## src/core/oscc_pkg.sv

```systemverilog
// Purpose: Shared constants for the one-shot and pulse-width capture timer
// Assumes: APB slave, 32-bit data, one aligned word per register
// Notes:   Offsets are a local choice, one word apart
package oscc_pkg;
    // Register byte offsets
    localparam logic [7:0] OSCC_OFF_MODE   = 8'h00;
    localparam logic [7:0] OSCC_OFF_CCCFG  = 8'h04;
    localparam logic [7:0] OSCC_OFF_OUTCTL = 8'h08;
    localparam logic [7:0] OSCC_OFF_COUNT  = 8'h0c;
    localparam logic [7:0] OSCC_OFF_CCF    = 8'h10;
    localparam logic [7:0] OSCC_OFF_CCS    = 8'h14;
    localparam logic [7:0] OSCC_OFF_EDGE   = 8'h18;
    localparam logic [7:0] OSCC_OFF_STAT   = 8'h1c;
    localparam logic [7:0] OSCC_OFF_PRESC  = 8'h20;
    // Mode control fields
    localparam int OSCC_MODE_OVF_BIT = 0;
    localparam int OSCC_MODE_LO_BIT  = 2;
    localparam logic [1:0] OSCC_MODE_STOP = 2'h0;
    localparam logic [1:0] OSCC_MODE_FREE = 2'h1;
    localparam logic [1:0] OSCC_MODE_CLRI = 2'h2;
    // Output control fields
    localparam int OSCC_OC_PIN_EN_BIT = 0;
    localparam int OSCC_OC_TOG1_BIT   = 1;
    localparam int OSCC_OC_TOG2_BIT   = 4;
    localparam int OSCC_OC_OS_EN_BIT  = 5;
    localparam int OSCC_OC_TRIG_BIT   = 6;
    // Capture config: bit0 first reg is capture, bit1 first reg trigger
    // is opposite edge of input one (else input two), bit2 second is capture
    localparam int OSCC_CC_FIRST_CAP_BIT  = 0;
    localparam int OSCC_CC_FIRST_OPP_BIT  = 1;
    localparam int OSCC_CC_SECOND_CAP_BIT = 2;
    // Edge select codes: 0 falling, 1 rising, 2 none, 3 both
    localparam logic [1:0] OSCC_EDGE_FALL = 2'h0;
    localparam logic [1:0] OSCC_EDGE_RISE = 2'h1;
    localparam logic [1:0] OSCC_EDGE_BOTH = 2'h3;
    // Reset values
    localparam logic [7:0]  OSCC_RST_REG8  = 8'h00;
    localparam logic [15:0] OSCC_RST_REG16 = 16'h0000;
    localparam logic [7:0]  OSCC_RST_PRESC = 8'h00;
endpackage : oscc_pkg

```

## src/core/oscc_edge_if.sv

```systemverilog
// Purpose: Carries synchronised capture input edge events
// Assumes: Single pclk domain
// Notes:   Pulses last one pclk cycle
`timescale 1ns/1ps
interface oscc_edge_if;
    logic in1_valid;   // Valid edge on input one
    logic in1_opp;     // Opposite edge on input one
    logic in2_valid;   // Valid edge on input two
    modport src (output in1_valid, output in1_opp, output in2_valid);
    modport dst (input in1_valid, input in1_opp, input in2_valid);
endinterface : oscc_edge_if

```

## src/core/oscc_edge_det.sv

```systemverilog
// Purpose: Synchronise two capture pins and detect selected edges
// Assumes: Pins are asynchronous to pclk
// Notes:   First sync flop feeds only the second
`timescale 1ns/1ps
module oscc_edge_det
    import oscc_pkg::*;
(
    input  wire logic       pclk,      // Bus clock
    input  wire logic       presetn,   // Async reset, low
    input  wire logic       pin1,      // Capture input one
    input  wire logic       pin2,      // Capture input two
    input  wire logic [1:0] sel1,      // Edge select input one
    input  wire logic [1:0] sel2,      // Edge select input two
    oscc_edge_if.src        ev         // Edge events
);
    logic [1:0] s1_reg, s2_reg;
    logic [1:0] s1_q, s2_q;
    logic       r1, f1, r2, f2;

    // Two-flop synchronisers plus two further stages, the last one as history
    always_ff @(posedge pclk or negedge presetn)
    begin
        if (!presetn)
        begin
            s1_reg <= 2'h0;
            s2_reg <= 2'h0;
            s1_q   <= 2'h0;
            s2_q   <= 2'h0;
        end
        else
        begin
            s1_reg <= {s1_reg[0], pin1};
            s2_reg <= {s2_reg[0], pin2};
            s1_q   <= {s1_q[0], s1_reg[1]};
            s2_q   <= {s2_q[0], s2_reg[1]};
        end
    end

    // Edge decode on synchronised samples only
    assign r1 = s1_q[0] & ~s1_q[1];
    assign f1 = ~s1_q[0] & s1_q[1];
    assign r2 = s2_q[0] & ~s2_q[1];
    assign f2 = ~s2_q[0] & s2_q[1];

    function automatic logic pick(input logic [1:0] s, input logic r,
                                  input logic f);
        pick = (s == OSCC_EDGE_RISE) ? r :
               (s == OSCC_EDGE_FALL) ? f :
               (s == OSCC_EDGE_BOTH) ? (r | f) : 1'b0;
    endfunction : pick

    assign ev.in1_valid = pick(sel1, r1, f1);
    // Opposite phase: with both edges selected there is no opposite edge
    assign ev.in1_opp   = (sel1 == OSCC_EDGE_RISE) ? f1 :
                          (sel1 == OSCC_EDGE_FALL) ? r1 : 1'b0;
    assign ev.in2_valid = pick(sel2, r2, f2);
endmodule : oscc_edge_det

```

## src/core/oscc_timer.sv

```systemverilog
// Purpose: One-shot pulse output and pulse-width capture timer channel
// Assumes: APB slave on pclk 20 MHz; count clock is a prescaler enable
// Notes:   Capture pins are synchronised before use
`timescale 1ns/1ps
module oscc_timer
    import oscc_pkg::*;
(
    input  wire logic        pclk,       // Bus and core clock
    input  wire logic        presetn,    // Async reset, low
    input  wire logic        psel,       // APB select
    input  wire logic        penable,    // APB enable
    input  wire logic        pwrite,     // APB direction
    input  wire logic [7:0]  paddr,      // APB byte address
    input  wire logic [31:0] pwdata,     // APB write data
    output logic      [31:0] prdata,     // APB read data
    output logic             pready,     // APB ready
    output logic             pslverr,    // APB error, unmapped
    input  wire logic        capture_input_first,  // Capture pin one
    input  wire logic        capture_input_second, // Capture pin two
    output logic             timer_output_pin,     // Timer output
    output logic             first_match_irq,      // Irq one pulse
    output logic             second_match_irq      // Irq two pulse
);
    import oscc_pkg::*;

    logic [7:0]  mode_control_reg;
    logic [7:0]  capture_compare_config_reg;
    logic [7:0]  output_control_reg;
    logic [7:0]  edge_sel_reg;
    logic [7:0]  prescaler_select_reg;
    logic [15:0] up_counter;
    logic [15:0] capture_compare_first;
    logic [15:0] capture_compare_second;
    logic [7:0]  presc_cnt_reg;
    logic        tout_reg;
    logic        active_reg;
    logic        armed_reg;
    logic [31:0] rdata_next;
    logic        cnt_tick;
    logic        run;
    logic        wr_en;
    logic        rd_en;
    logic        soft_trig;
    logic        os_on;
    logic        trig;
    logic        m1;
    logic        m2;
    logic        cap_first;
    logic        cap_second;
    logic        cap_first_irq;
    logic        ovf_evt;
    logic        mapped;
    logic [1:0]  mode;

    oscc_edge_if ev ();

    oscc_edge_det u_edge (
        .pclk    (pclk),
        .presetn (presetn),
        .pin1    (capture_input_first),
        .pin2    (capture_input_second),
        .sel1    (edge_sel_reg[1:0]),
        .sel2    (edge_sel_reg[3:2]),
        .ev      (ev)
    );

    // Decode helpers
    assign mode   = mode_control_reg[OSCC_MODE_LO_BIT +: 2];
    assign run    = (mode != OSCC_MODE_STOP);
    assign wr_en  = psel & penable & pwrite;
    assign rd_en  = psel & ~penable & ~pwrite;
    assign mapped = (paddr <= OSCC_OFF_PRESC) && (paddr[1:0] == 2'h0);
    assign soft_trig = wr_en && (paddr == OSCC_OFF_OUTCTL)
                       && pwdata[OSCC_OC_TRIG_BIT];
    // One-shot allowed only in free or input-clear modes
    assign os_on  = output_control_reg[OSCC_OC_OS_EN_BIT]
                    && (mode == OSCC_MODE_FREE || mode == OSCC_MODE_CLRI);
    assign trig   = os_on && (soft_trig || ev.in1_valid);
    // Compare matches sampled on count clock
    assign m1 = run && cnt_tick
                && !capture_compare_config_reg[OSCC_CC_FIRST_CAP_BIT]
                && (up_counter == capture_compare_first);
    assign m2 = run && cnt_tick
                && !capture_compare_config_reg[OSCC_CC_SECOND_CAP_BIT]
                && (up_counter == capture_compare_second);
    // Capture triggers; second always follows input one
    assign cap_second = run
        && capture_compare_config_reg[OSCC_CC_SECOND_CAP_BIT]
        && ev.in1_valid;
    assign cap_first = run
        && capture_compare_config_reg[OSCC_CC_FIRST_CAP_BIT]
        && (capture_compare_config_reg[OSCC_CC_FIRST_OPP_BIT]
            ? ev.in1_opp : ev.in2_valid);
    // Opposite-edge capture is silent
    assign cap_first_irq = cap_first
        && !capture_compare_config_reg[OSCC_CC_FIRST_OPP_BIT];
    assign ovf_evt = run && cnt_tick && (up_counter == 16'hffff);

    // Count clock enable from prescaler divider
    always_ff @(posedge pclk or negedge presetn)
    begin
        if (!presetn)
            presc_cnt_reg <= OSCC_RST_REG8;
        else if (!run || presc_cnt_reg >= prescaler_select_reg)
            presc_cnt_reg <= OSCC_RST_REG8;
        else
            presc_cnt_reg <= presc_cnt_reg + 8'h01;
    end
    assign cnt_tick = run && (presc_cnt_reg >= prescaler_select_reg);

    // Up counter; clears on trigger or valid edge in clear mode
    always_ff @(posedge pclk or negedge presetn)
    begin
        if (!presetn)
            up_counter <= OSCC_RST_REG16;
        else if (!run)
            up_counter <= OSCC_RST_REG16;
        else if (trig)
            up_counter <= OSCC_RST_REG16;
        else if (mode == OSCC_MODE_CLRI && ev.in1_valid)
            up_counter <= OSCC_RST_REG16;
        else if (cnt_tick)
            up_counter <= up_counter + 16'h0001;
    end

    // Mode register with sticky overflow; set beats clear
    always_ff @(posedge pclk or negedge presetn)
    begin
        if (!presetn)
            mode_control_reg <= OSCC_RST_REG8;
        else
        begin
            if (wr_en && paddr == OSCC_OFF_MODE)
                mode_control_reg <= pwdata[7:0];
            if (ovf_evt)
                mode_control_reg[OSCC_MODE_OVF_BIT] <= 1'b1;
        end
    end

    // Plain configuration registers; trigger bit reads back zero
    always_ff @(posedge pclk or negedge presetn)
    begin
        if (!presetn)
        begin
            capture_compare_config_reg <= OSCC_RST_REG8;
            output_control_reg         <= OSCC_RST_REG8;
            edge_sel_reg               <= OSCC_RST_REG8;
            prescaler_select_reg       <= OSCC_RST_PRESC;
        end
        else if (wr_en)
        begin
            if (paddr == OSCC_OFF_CCCFG)
                capture_compare_config_reg <= pwdata[7:0];
            if (paddr == OSCC_OFF_OUTCTL)
                output_control_reg <= pwdata[7:0] & 8'hbf;
            if (paddr == OSCC_OFF_EDGE)
                edge_sel_reg <= pwdata[7:0];
            if (paddr == OSCC_OFF_PRESC)
                prescaler_select_reg <= pwdata[7:0];
        end
    end

    // Capture/compare registers; hardware capture wins over a write
    always_ff @(posedge pclk or negedge presetn)
    begin
        if (!presetn)
        begin
            capture_compare_first  <= OSCC_RST_REG16;
            capture_compare_second <= OSCC_RST_REG16;
        end
        else
        begin
            if (cap_first)
                capture_compare_first <= up_counter;
            else if (wr_en && paddr == OSCC_OFF_CCF)
                capture_compare_first <= pwdata[15:0];
            if (cap_second)
                capture_compare_second <= up_counter;
            else if (wr_en && paddr == OSCC_OFF_CCS)
                capture_compare_second <= pwdata[15:0];
        end
    end

    // Output pin: toggles on matches; in one-shot only once per trigger,
    // so a counter wrap cannot repeat the pulse
    always_ff @(posedge pclk or negedge presetn)
    begin
        if (!presetn)
        begin
            tout_reg   <= 1'b0;
            active_reg <= 1'b0;
            armed_reg  <= 1'b0;
        end
        else if (!run)
        begin
            active_reg <= 1'b0;
            armed_reg  <= 1'b0;
        end
        else
        begin
            if (m1 && output_control_reg[OSCC_OC_TOG1_BIT]
                && (!os_on || armed_reg))
                tout_reg <= ~tout_reg;
            else if (m2 && output_control_reg[OSCC_OC_TOG2_BIT]
                     && (!os_on || active_reg))
                tout_reg <= ~tout_reg;
            if (trig)
                armed_reg <= 1'b1;
            else if (m1)
                armed_reg <= 1'b0;
            if (m1 && os_on && armed_reg)
                active_reg <= 1'b1;
            else if (m2 && os_on)
                active_reg <= 1'b0;
        end
    end

    // Registered outputs
    always_ff @(posedge pclk or negedge presetn)
    begin
        if (!presetn)
        begin
            timer_output_pin <= 1'b0;
            first_match_irq  <= 1'b0;
            second_match_irq <= 1'b0;
        end
        else
        begin
            timer_output_pin <= tout_reg
                                & output_control_reg[OSCC_OC_PIN_EN_BIT];
            first_match_irq  <= m1 | cap_first_irq;
            second_match_irq <= m2 | cap_second;
        end
    end

    // Read mux; counter read is a pure observation
    always_comb
    begin
        rdata_next = 32'h0000_0000;
        case (paddr)
            OSCC_OFF_MODE:   rdata_next[7:0]  = mode_control_reg;
            OSCC_OFF_CCCFG:  rdata_next[7:0]  = capture_compare_config_reg;
            OSCC_OFF_OUTCTL: rdata_next[7:0]  = output_control_reg;
            OSCC_OFF_COUNT:  rdata_next[15:0] = up_counter;
            OSCC_OFF_CCF:    rdata_next[15:0] = capture_compare_first;
            OSCC_OFF_CCS:    rdata_next[15:0] = capture_compare_second;
            OSCC_OFF_EDGE:   rdata_next[7:0]  = edge_sel_reg;
            OSCC_OFF_STAT:   rdata_next[1:0]  = {active_reg, tout_reg};
            OSCC_OFF_PRESC:  rdata_next[7:0]  = prescaler_select_reg;
            default:         rdata_next       = 32'h0000_0000;
        endcase
    end

    // APB response: zero wait states, data latched in setup phase
    always_ff @(posedge pclk or negedge presetn)
    begin
        if (!presetn)
        begin
            prdata  <= 32'h0000_0000;
            pready  <= 1'b0;
            pslverr <= 1'b0;
        end
        else
        begin
            if (rd_en)
                prdata <= rdata_next;
            pready  <= psel & ~penable;
            pslverr <= psel & ~penable & ~mapped;
        end
    end

    // Checks
    AST_OVF_SET: assert property (@(posedge pclk) disable iff (!presetn)
        ovf_evt |=> mode_control_reg[OSCC_MODE_OVF_BIT])
        else $error("overflow flag not set");
    AST_MATCH1_IRQ: assert property (@(posedge pclk) disable iff (!presetn)
        m1 |=> first_match_irq)
        else $error("first match irq missing");
    AST_MATCH2_IRQ: assert property (@(posedge pclk) disable iff (!presetn)
        m2 |=> second_match_irq)
        else $error("second match irq missing");
    AST_TOGGLE1: assert property (@(posedge pclk) disable iff (!presetn)
        (m1 && run && output_control_reg[OSCC_OC_TOG1_BIT]
         && (!os_on || armed_reg))
        |=> tout_reg != $past(tout_reg))
        else $error("pin did not toggle on first match");
    AST_STOP_ZERO: assert property (@(posedge pclk) disable iff (!presetn)
        !run |=> up_counter == 16'h0000)
        else $error("counter not held at zero");
    AST_CAP2: assert property (@(posedge pclk) disable iff (!presetn)
        cap_second |=> capture_compare_second == $past(up_counter))
        else $error("second capture wrong");
    AST_CLR_EDGE: assert property (@(posedge pclk) disable iff (!presetn)
        (mode == OSCC_MODE_CLRI && ev.in1_valid && run)
        |=> up_counter == 16'h0000)
        else $error("counter not cleared on valid edge");
    AST_OPP_SILENT: assert property (@(posedge pclk) disable iff (!presetn)
        (cap_first && capture_compare_config_reg[OSCC_CC_FIRST_OPP_BIT]
         && !m1) |=> !first_match_irq)
        else $error("opposite edge raised irq");
    AST_TRIG_CLR: assert property (@(posedge pclk) disable iff (!presetn)
        trig |=> up_counter == 16'h0000)
        else $error("trigger did not restart counter");
    AST_COUNT_INC: assert property (@(posedge pclk) disable iff (!presetn)
        (cnt_tick && !trig && !ev.in1_valid && run)
        |=> up_counter == $past(up_counter) + 16'h0001)
        else $error("counter did not increment");
    COV_ONESHOT: cover property (@(posedge pclk) trig ##[1:200] m1);
    COV_CAP_FIRST: cover property (@(posedge pclk) cap_first);
    COV_OVF: cover property (@(posedge pclk) ovf_evt);
endmodule : oscc_timer

```

## config.mk

```make
export PLATFORM = sky130hd
export DESIGN_NAME = oscc_timer
export DESIGN_NICKNAME = d
export VERILOG_FILES = /design/src/core/oscc_pkg.sv /design/src/core/oscc_edge_if.sv /design/src/core/oscc_edge_det.sv /design/src/core/oscc_timer.sv
export SDC_FILE = /design/constraint.sdc
export NUM_CORES = 1
export LEC_CHECK = 0
export BUFFER_PORTS_ARGS = -buffer_cell sky130_fd_sc_hd__buf_2
export CORE_MARGIN = 8
export CORE_UTILIZATION = 45
export DETAILED_ROUTE_END_ITERATION = 6
export PLACE_DENSITY = 0.73
export SETUP_SLACK_MARGIN = 0.15
export SLEW_MARGIN = 0
export SYNTH_ARGS = -nofsm -noshare
export SYNTH_HDL_FRONTEND = slang
export SYNTH_SLANG_ARGS = --single-unit
```

## constraint.sdc

```tcl
create_clock -name pclk -period 4.34 [get_ports pclk]
set_input_delay 0.217 -clock pclk [delete_from_list [all_inputs] [get_ports pclk]]
set_output_delay 0.217 -clock pclk [all_outputs]
set_load 0.01 [all_outputs]
```

==> results of run 1 <==
logic make-up after synthesis:
group	Yosys count	synth area share
compound gates	138	0.1253
xor+xnor	39	0.04880
fa+ha+maj	16	0.02860
buf+inv	87	0.06060
flops	127	0.4541
mux	95	0.1489
other cells	1	0.0005358
simple gates	182	0.1332
per-layer routing:
metal / part of all wire / global-route usage / wire length [um] / up-vias
met1: 0.43 / 0.2315 / 7700 / 2648
met5: 0 / 0 / 0 / -
met3: 0.069 / 0.04625 / 1234 / 47
li1: - / - / - / 2476
met4: 0.035 / 0.09446 / 635 / 0
met2: 0.47 / 0.2964 / 8408 / 200
final cells by class:
class / count / area [sq um]
clock buffer: 18 / 439.2
clock inverter: 14 / 191.4
fill: 1317 / 7244
inverter: 24 / 90.09
multi-input combinational: 486 / 3458
sequential: 127 / 3178
tap: 188 / 235.2
timing repair buffer: 64 / 365.4
through the flow:
step | setup slack, ns | power, uW | area, sq um
after CTS | 1.780 | 3426 | 7958
after detailed placement | 1.645 | 1911 | 7287
final | 1.737 | 3418 | 7958
after global routing | 1.596 | 3545 | 7958
after global placement | 1.670 | 1896 | 7287
after floorplan | 2.045 | 1749 | 7056
cells in the final DEF, fill, tap and decap left out, types with 17 or more instances in the layout:
cell and count:
a21oi_1 43, buf_2 50, clkbuf_16 17, dfrtp_1 127, inv_1 24, mux2_2 38
mux2i_1 49, nand2_1 47, nand3_1 25, nor2_1 43, o21ai_0 25, o21ai_1 23
xnor2_1 23
power breakdown:
part / leakage, uW / switching (uW) / internal [uW]
combinational: 0.00174 / 242 / 197
clock: 0.000298 / 542 / 973
sequential: 0.00154 / 194 / 1270
final timing paths:
check | start | end | slack, ns | depth (start not counted)
max | u_edge.s1_q[0] | up_counter[2] | 1.74 | 7
min | psel | pready | 0.07 | 2
max reg2reg | u_edge.s1_q[0] | up_counter[2] | 1.74 | 7
min reg2reg | u_edge.s1_reg[0] | u_edge.s1_reg[1] | 0.35 | 0
max in group asynchronous | presetn | capture_compare_second[7] | 2.92 | 3
min in group asynchronous | presetn | prdata[8] | 0.46 | 2
critical path, delay by kind of cell, from the launching register on:
kind                     cells  cell delay [ns]
flip-flops                   1             0.40
AO/OA/AOI/OAI                5             1.68
AND/OR/NAND/NOR              1             0.21
adder cells (fa/ha/maj)      1             0.22
==> flow_summary.ini, run 1 <==
[yosys]
synthArstFlopShare = 1.000
avgSynthCellArea_sq_um = 10.22
yosysTopAreaCell = dfrtp_1
synth-main-ff-cell = dfrtp_1
synth_edf_count = 0
synth_warnings = 0
synth.area.top_cells = dfrtp_1, mux2i_1, mux2_2
netlist_area_sq_um = 6999
synth_common_cells = dfrtp_1, mux2i_1, nand2_1
synth_cells = 685
yosysMostFrequentCell = dfrtp_1
netlist.area_leader.share = 0.4541
ys_types = 60
ys_seq_elements = 127
synth-seq-area-share = 0.4541

[routing]
via_count = 5371
wl_mm = 17.98
first_pass_iters = 6
drc = 0
wl_per_cell_um = 19.52
final_antenna_net_count = 0
viasPerCell = 5.832
drt_iter0_markers = 505

[floorplanning]
fp-row-count = 45
die_x_um = 140.7
initial_utilization = 0.4604
fp.dieH_um = 140.7
core_area_sq_um = 15200
boundaryPins = 84
die-area_sq_um = 19800

[setup_path]
worst_ep_required_time_ns = 4.69
path_cells = ha_1 > or2_1 > a32oi_1 > a21bo_4 > a221oi_4 > o21ai_0 > a21oi_1
cp.arrival_ns = 2.95
end_kind = flip-flop
path_max_fanout = 16
start_kind = flip-flop
cp_slowest_stage_delay_ns = 0.56
slowest_stage = a221oi_4
worst-setup-path-type = reg -> reg

[clock_network]
cts_tree = built
cts-root-buf = clkbuf_16
clock_path_buffers = 2
clock_sinks = 127
clkTransAtPathRegs_ns = 0.06
cts_hold_buffers = 4
cts_made_buffers = 17
cts_resized = 0
h-tree-depth = 4
clock_latency_ns = 0.43
post_cts_buffers = 0

[min_path]
min_path_type = in -> reg

[power]
p_per_area_nw_per_um2 = 429.6
leakagePower_uw = 0.003578
ir_drop_mv = 0.2527

[global_route]
grtUsageTotal = 0.1863
grt_pass1_wl_mm = 28.75
antenna_found_initial = 0
grt_pass1_vias = 5189
gr-total-overflow = 0
grt_max_degree = 73

[layout]
fin_util = 0.5235
antenna_cells = 0
final_nets = 783
drive_gt1_frac = 0.1937
stdcell_count = 921
area_delta_synth_final_pct = 13.69

[timing]
worst_pin_slew_ns = 1.151
fin_crit_sh = 0.5997
rsz0062_at_grt = false
drv_slew = 0
fin_setup_tns_ns = 0
fin_skew_ns = 0.005475
holdWs_ns = 0.07348
relSlewSlack = 0.2327
setup_viol = 0
fin_crit_ns = 2.603
clock.fmax_mhz = 384.2
hold_viol_final = 0

[place]
gp_congestion = 0.9119
hpwl_mm = 12.67
place_inst = 885
portBuffers = 51

[flow_run]
drv_cap = 0

[run_status]
status = completed
Power figures use the tool's default switching activity.
==> run 2, diff against run 1 <==
--- a/config.mk
+++ b/config.mk
@@ -5,6 +5,7 @@
 export SDC_FILE = /design/constraint.sdc
 export NUM_CORES = 1
 export LEC_CHECK = 0
+export ABC_AREA = 1
 export BUFFER_PORTS_ARGS = -buffer_cell sky130_fd_sc_hd__buf_2
 export CORE_MARGIN = 8
 export CORE_UTILIZATION = 45
==> constraint.sdc (replaced) <==
create_clock -name pclk -period 2.6 [get_ports pclk]
set_input_delay 0.13 -clock pclk [delete_from_list [all_inputs] [get_ports pclk]]
set_output_delay 0.13 -clock pclk [all_outputs]
set_load 0.01 [all_outputs]
==> flow_summary.ini, run 2 <==
[floorplanning]
core_area_sq_um = 15830
initial_utilization = 0.4596
boundaryPins = 84
die_x_um = 143.1
fp.dieH_um = 143.1
fp-row-count = 46
die-area_sq_um = 20490

[setup_path]
worst-setup-path-type = reg -> reg
crit_top_cell = nand2_1
start_kind = flip-flop
cp_slowest_stage_delay_ns = 0.34
end_kind = flip-flop
worst_ep_required_time_ns = 2.92
path_max_fanout = 4
slowest_stage = dfrtp_1
crit_family = simple AND/OR/NAND/NOR gates
path_cells = inv_1 > ha_1 > nand2_1 > nor2_1 > nand4_1 > nand3_1 > nand2_1 > nor2_1 > nand2_1 > nand2_1 > nand2_1 > nand2_1 > inv_1
cp.arrival_ns = 2.42
critPathBufInv = 2

[timing]
worst_pin_slew_ns = 0.7149
fin_skew_ns = 0.01066
relSlewSlack = 0.5223
fin_crit_sh = 0.8069
drv_slew = 0
fin_crit_ns = 2.098
clock.fmax_mhz = 476.7
fin_setup_tns_ns = 0
hold_viol_final = 0
setup_viol = 0
rsz0062_at_grt = false

[place]
hpwl_mm = 14.99
place_inst = 1169
portBuffers = 51
gp_congestion = 0.9090

[routing]
drc = 0
wl_per_cell_um = 17.09
via_count = 6735
first_pass_iters = 5
wl_mm = 20.83
viasPerCell = 5.525
final_antenna_net_count = 0
drt_iter0_markers = 704

[layout]
area_delta_synth_final_pct = 15.93
stdcell_count = 1219
final_nets = 1054
final_cell_mix = nand2_1, dfrtp_1, inv_1
drive_gt1_frac = 0.1595
antenna_cells = 0
mostFrequentLayoutCell = nand2_1

[flow_run]
drv_cap = 0

[global_route]
antenna_found_initial = 0
grtUsageTotal = 0.2121
grt_pass1_vias = 6418
gr-total-overflow = 0
grt_pass1_wl_mm = 33.60
grt_max_degree = 48

[yosys]
synth_cells = 928
netlist_area_sq_um = 7274
ys_seq_elements = 127
synth-main-ff-cell = dfrtp_1
netlist.area_leader.share = 0.4369
avgSynthCellArea_sq_um = 7.839
synth_common_cells = nand2_1, dfrtp_1, inv_1
synth.area.top_cells = dfrtp_1, nand2_1, inv_1
ys_types = 41
synthArstFlopShare = 1.000
yosysMostFrequentCell = nand2_1
synth-seq-area-share = 0.4369
yosysTopAreaCell = dfrtp_1
synth_warnings = 0
synth_edf_count = 0

[clock_network]
cts_made_buffers = 17
cts-root-buf = clkbuf_16
clock_sinks = 127
clock_path_buffers = 2
clkTransAtPathRegs_ns = 0.06
cts_resized = 0
clock_latency_ns = 0.43
h-tree-depth = 4
cts_tree = built

[min_path]
min_path_type = in -> reg

[run_status]
status = completed

[power]
leakagePower_uw = 0.004118
p_per_area_nw_per_um2 = 558.7
ir_drop_mv = 0.4676
## run 2: cell types whose count changed after synthesis, sizes merged, moves of 31 or more
cell / previous run / this run
o221ai: 1 / 32
o21ai: 48 / 81
inv: 24 / 121
mux2: 43 / 0
nand3: 26 / 57
mux2i: 49 / 0
nand2: 47 / 263
## run 2: through the flow
stage	setup slack, ns	power (uW)	instance area, sq um	util	hold WS [ns]
after global routing	0.3749	4855	8433	0.5328	0.02394
after CTS	0.5334	4732	8433	0.5328	0.001361
after global placement	0.5574	2288	7639	0.4826	0.08475
after detailed placement	0.5297	2292	7639	0.4826	0.08678
final	0.5020	4711	8433	0.5328	0.001906
after floorplan	0.8806	2187	7331	-	-0.1656
## run 2: power by group
part	switching, uW	internal (uW)	leakage [uW]
registers	20.6	2010	0.00158
logic	166	82.8	0.00225
clock network	903	1530	0.000284
total	1090	3620	0.00412
## run 2: area by class of cell
type                    instances  area [sq um]
fillers                      1442          7395
clock buffers                  18         439.2
multi-input cells             643          3371
repair buffers                 81         555.5
clock inverters                13         165.2
well taps                     216         270.3
inverters                     121         454.2
flip-flops and latches        127          3178
## run 2: metal layers
layer  share of wire  global-route usage  up-vias  wire length (um)
met1            0.41              0.2692     3172              8566
met5               0                   0        -                 0
met2            0.45              0.3357      366              9457
li1                -                   -     3145                 -
met4           0.030             0.08613        0               625
met3            0.10             0.05710       52              2181
## run 2: path summary, 6_finish.rpt
path                                         startpoint                       end  slack (ns)  cells after the start
worst max-delay path            prescaler_select_reg[7]                  tout_reg        0.50                     13
worst min-delay path                          pwdata[8]  capture_compare_first[8]       0.002                      3
worst max register to register  prescaler_select_reg[7]                  tout_reg        0.50                     13
worst min register to register         u_edge.s2_reg[1]            u_edge.s2_q[0]        0.35                      0
max in group asynchronous                       presetn                 prdata[2]        1.72                      3
min in group asynchronous                       presetn   prescaler_select_reg[1]        0.19                      2
## run 2: cell families after synthesis
kind of cell,Yosys count,share of synthesized area
buffers and inverters,173,0.1075
adder cells (fa/ha/maj),16,0.02752
XOR/XNOR,12,0.01445
other,1,0.0005155
AND/OR/NAND/NOR,435,0.2692
AO/OA/AOI/OAI,164,0.1440
flip-flops,127,0.4369
## run 2: worst min-delay path, delay by kind of cell
| family | cells | cell delay [ns] |
|---|---|---|
| buf+inv | 1 | 0.10 |
| simple gates | 1 | 0.08 |
| compound gates | 1 | 0.07 |
## run 2: what timing repair did
action                                 CTS  global route
setup buffers                            0             0
hold buffers                            19             0
endpoints found under the hold margin   45             0
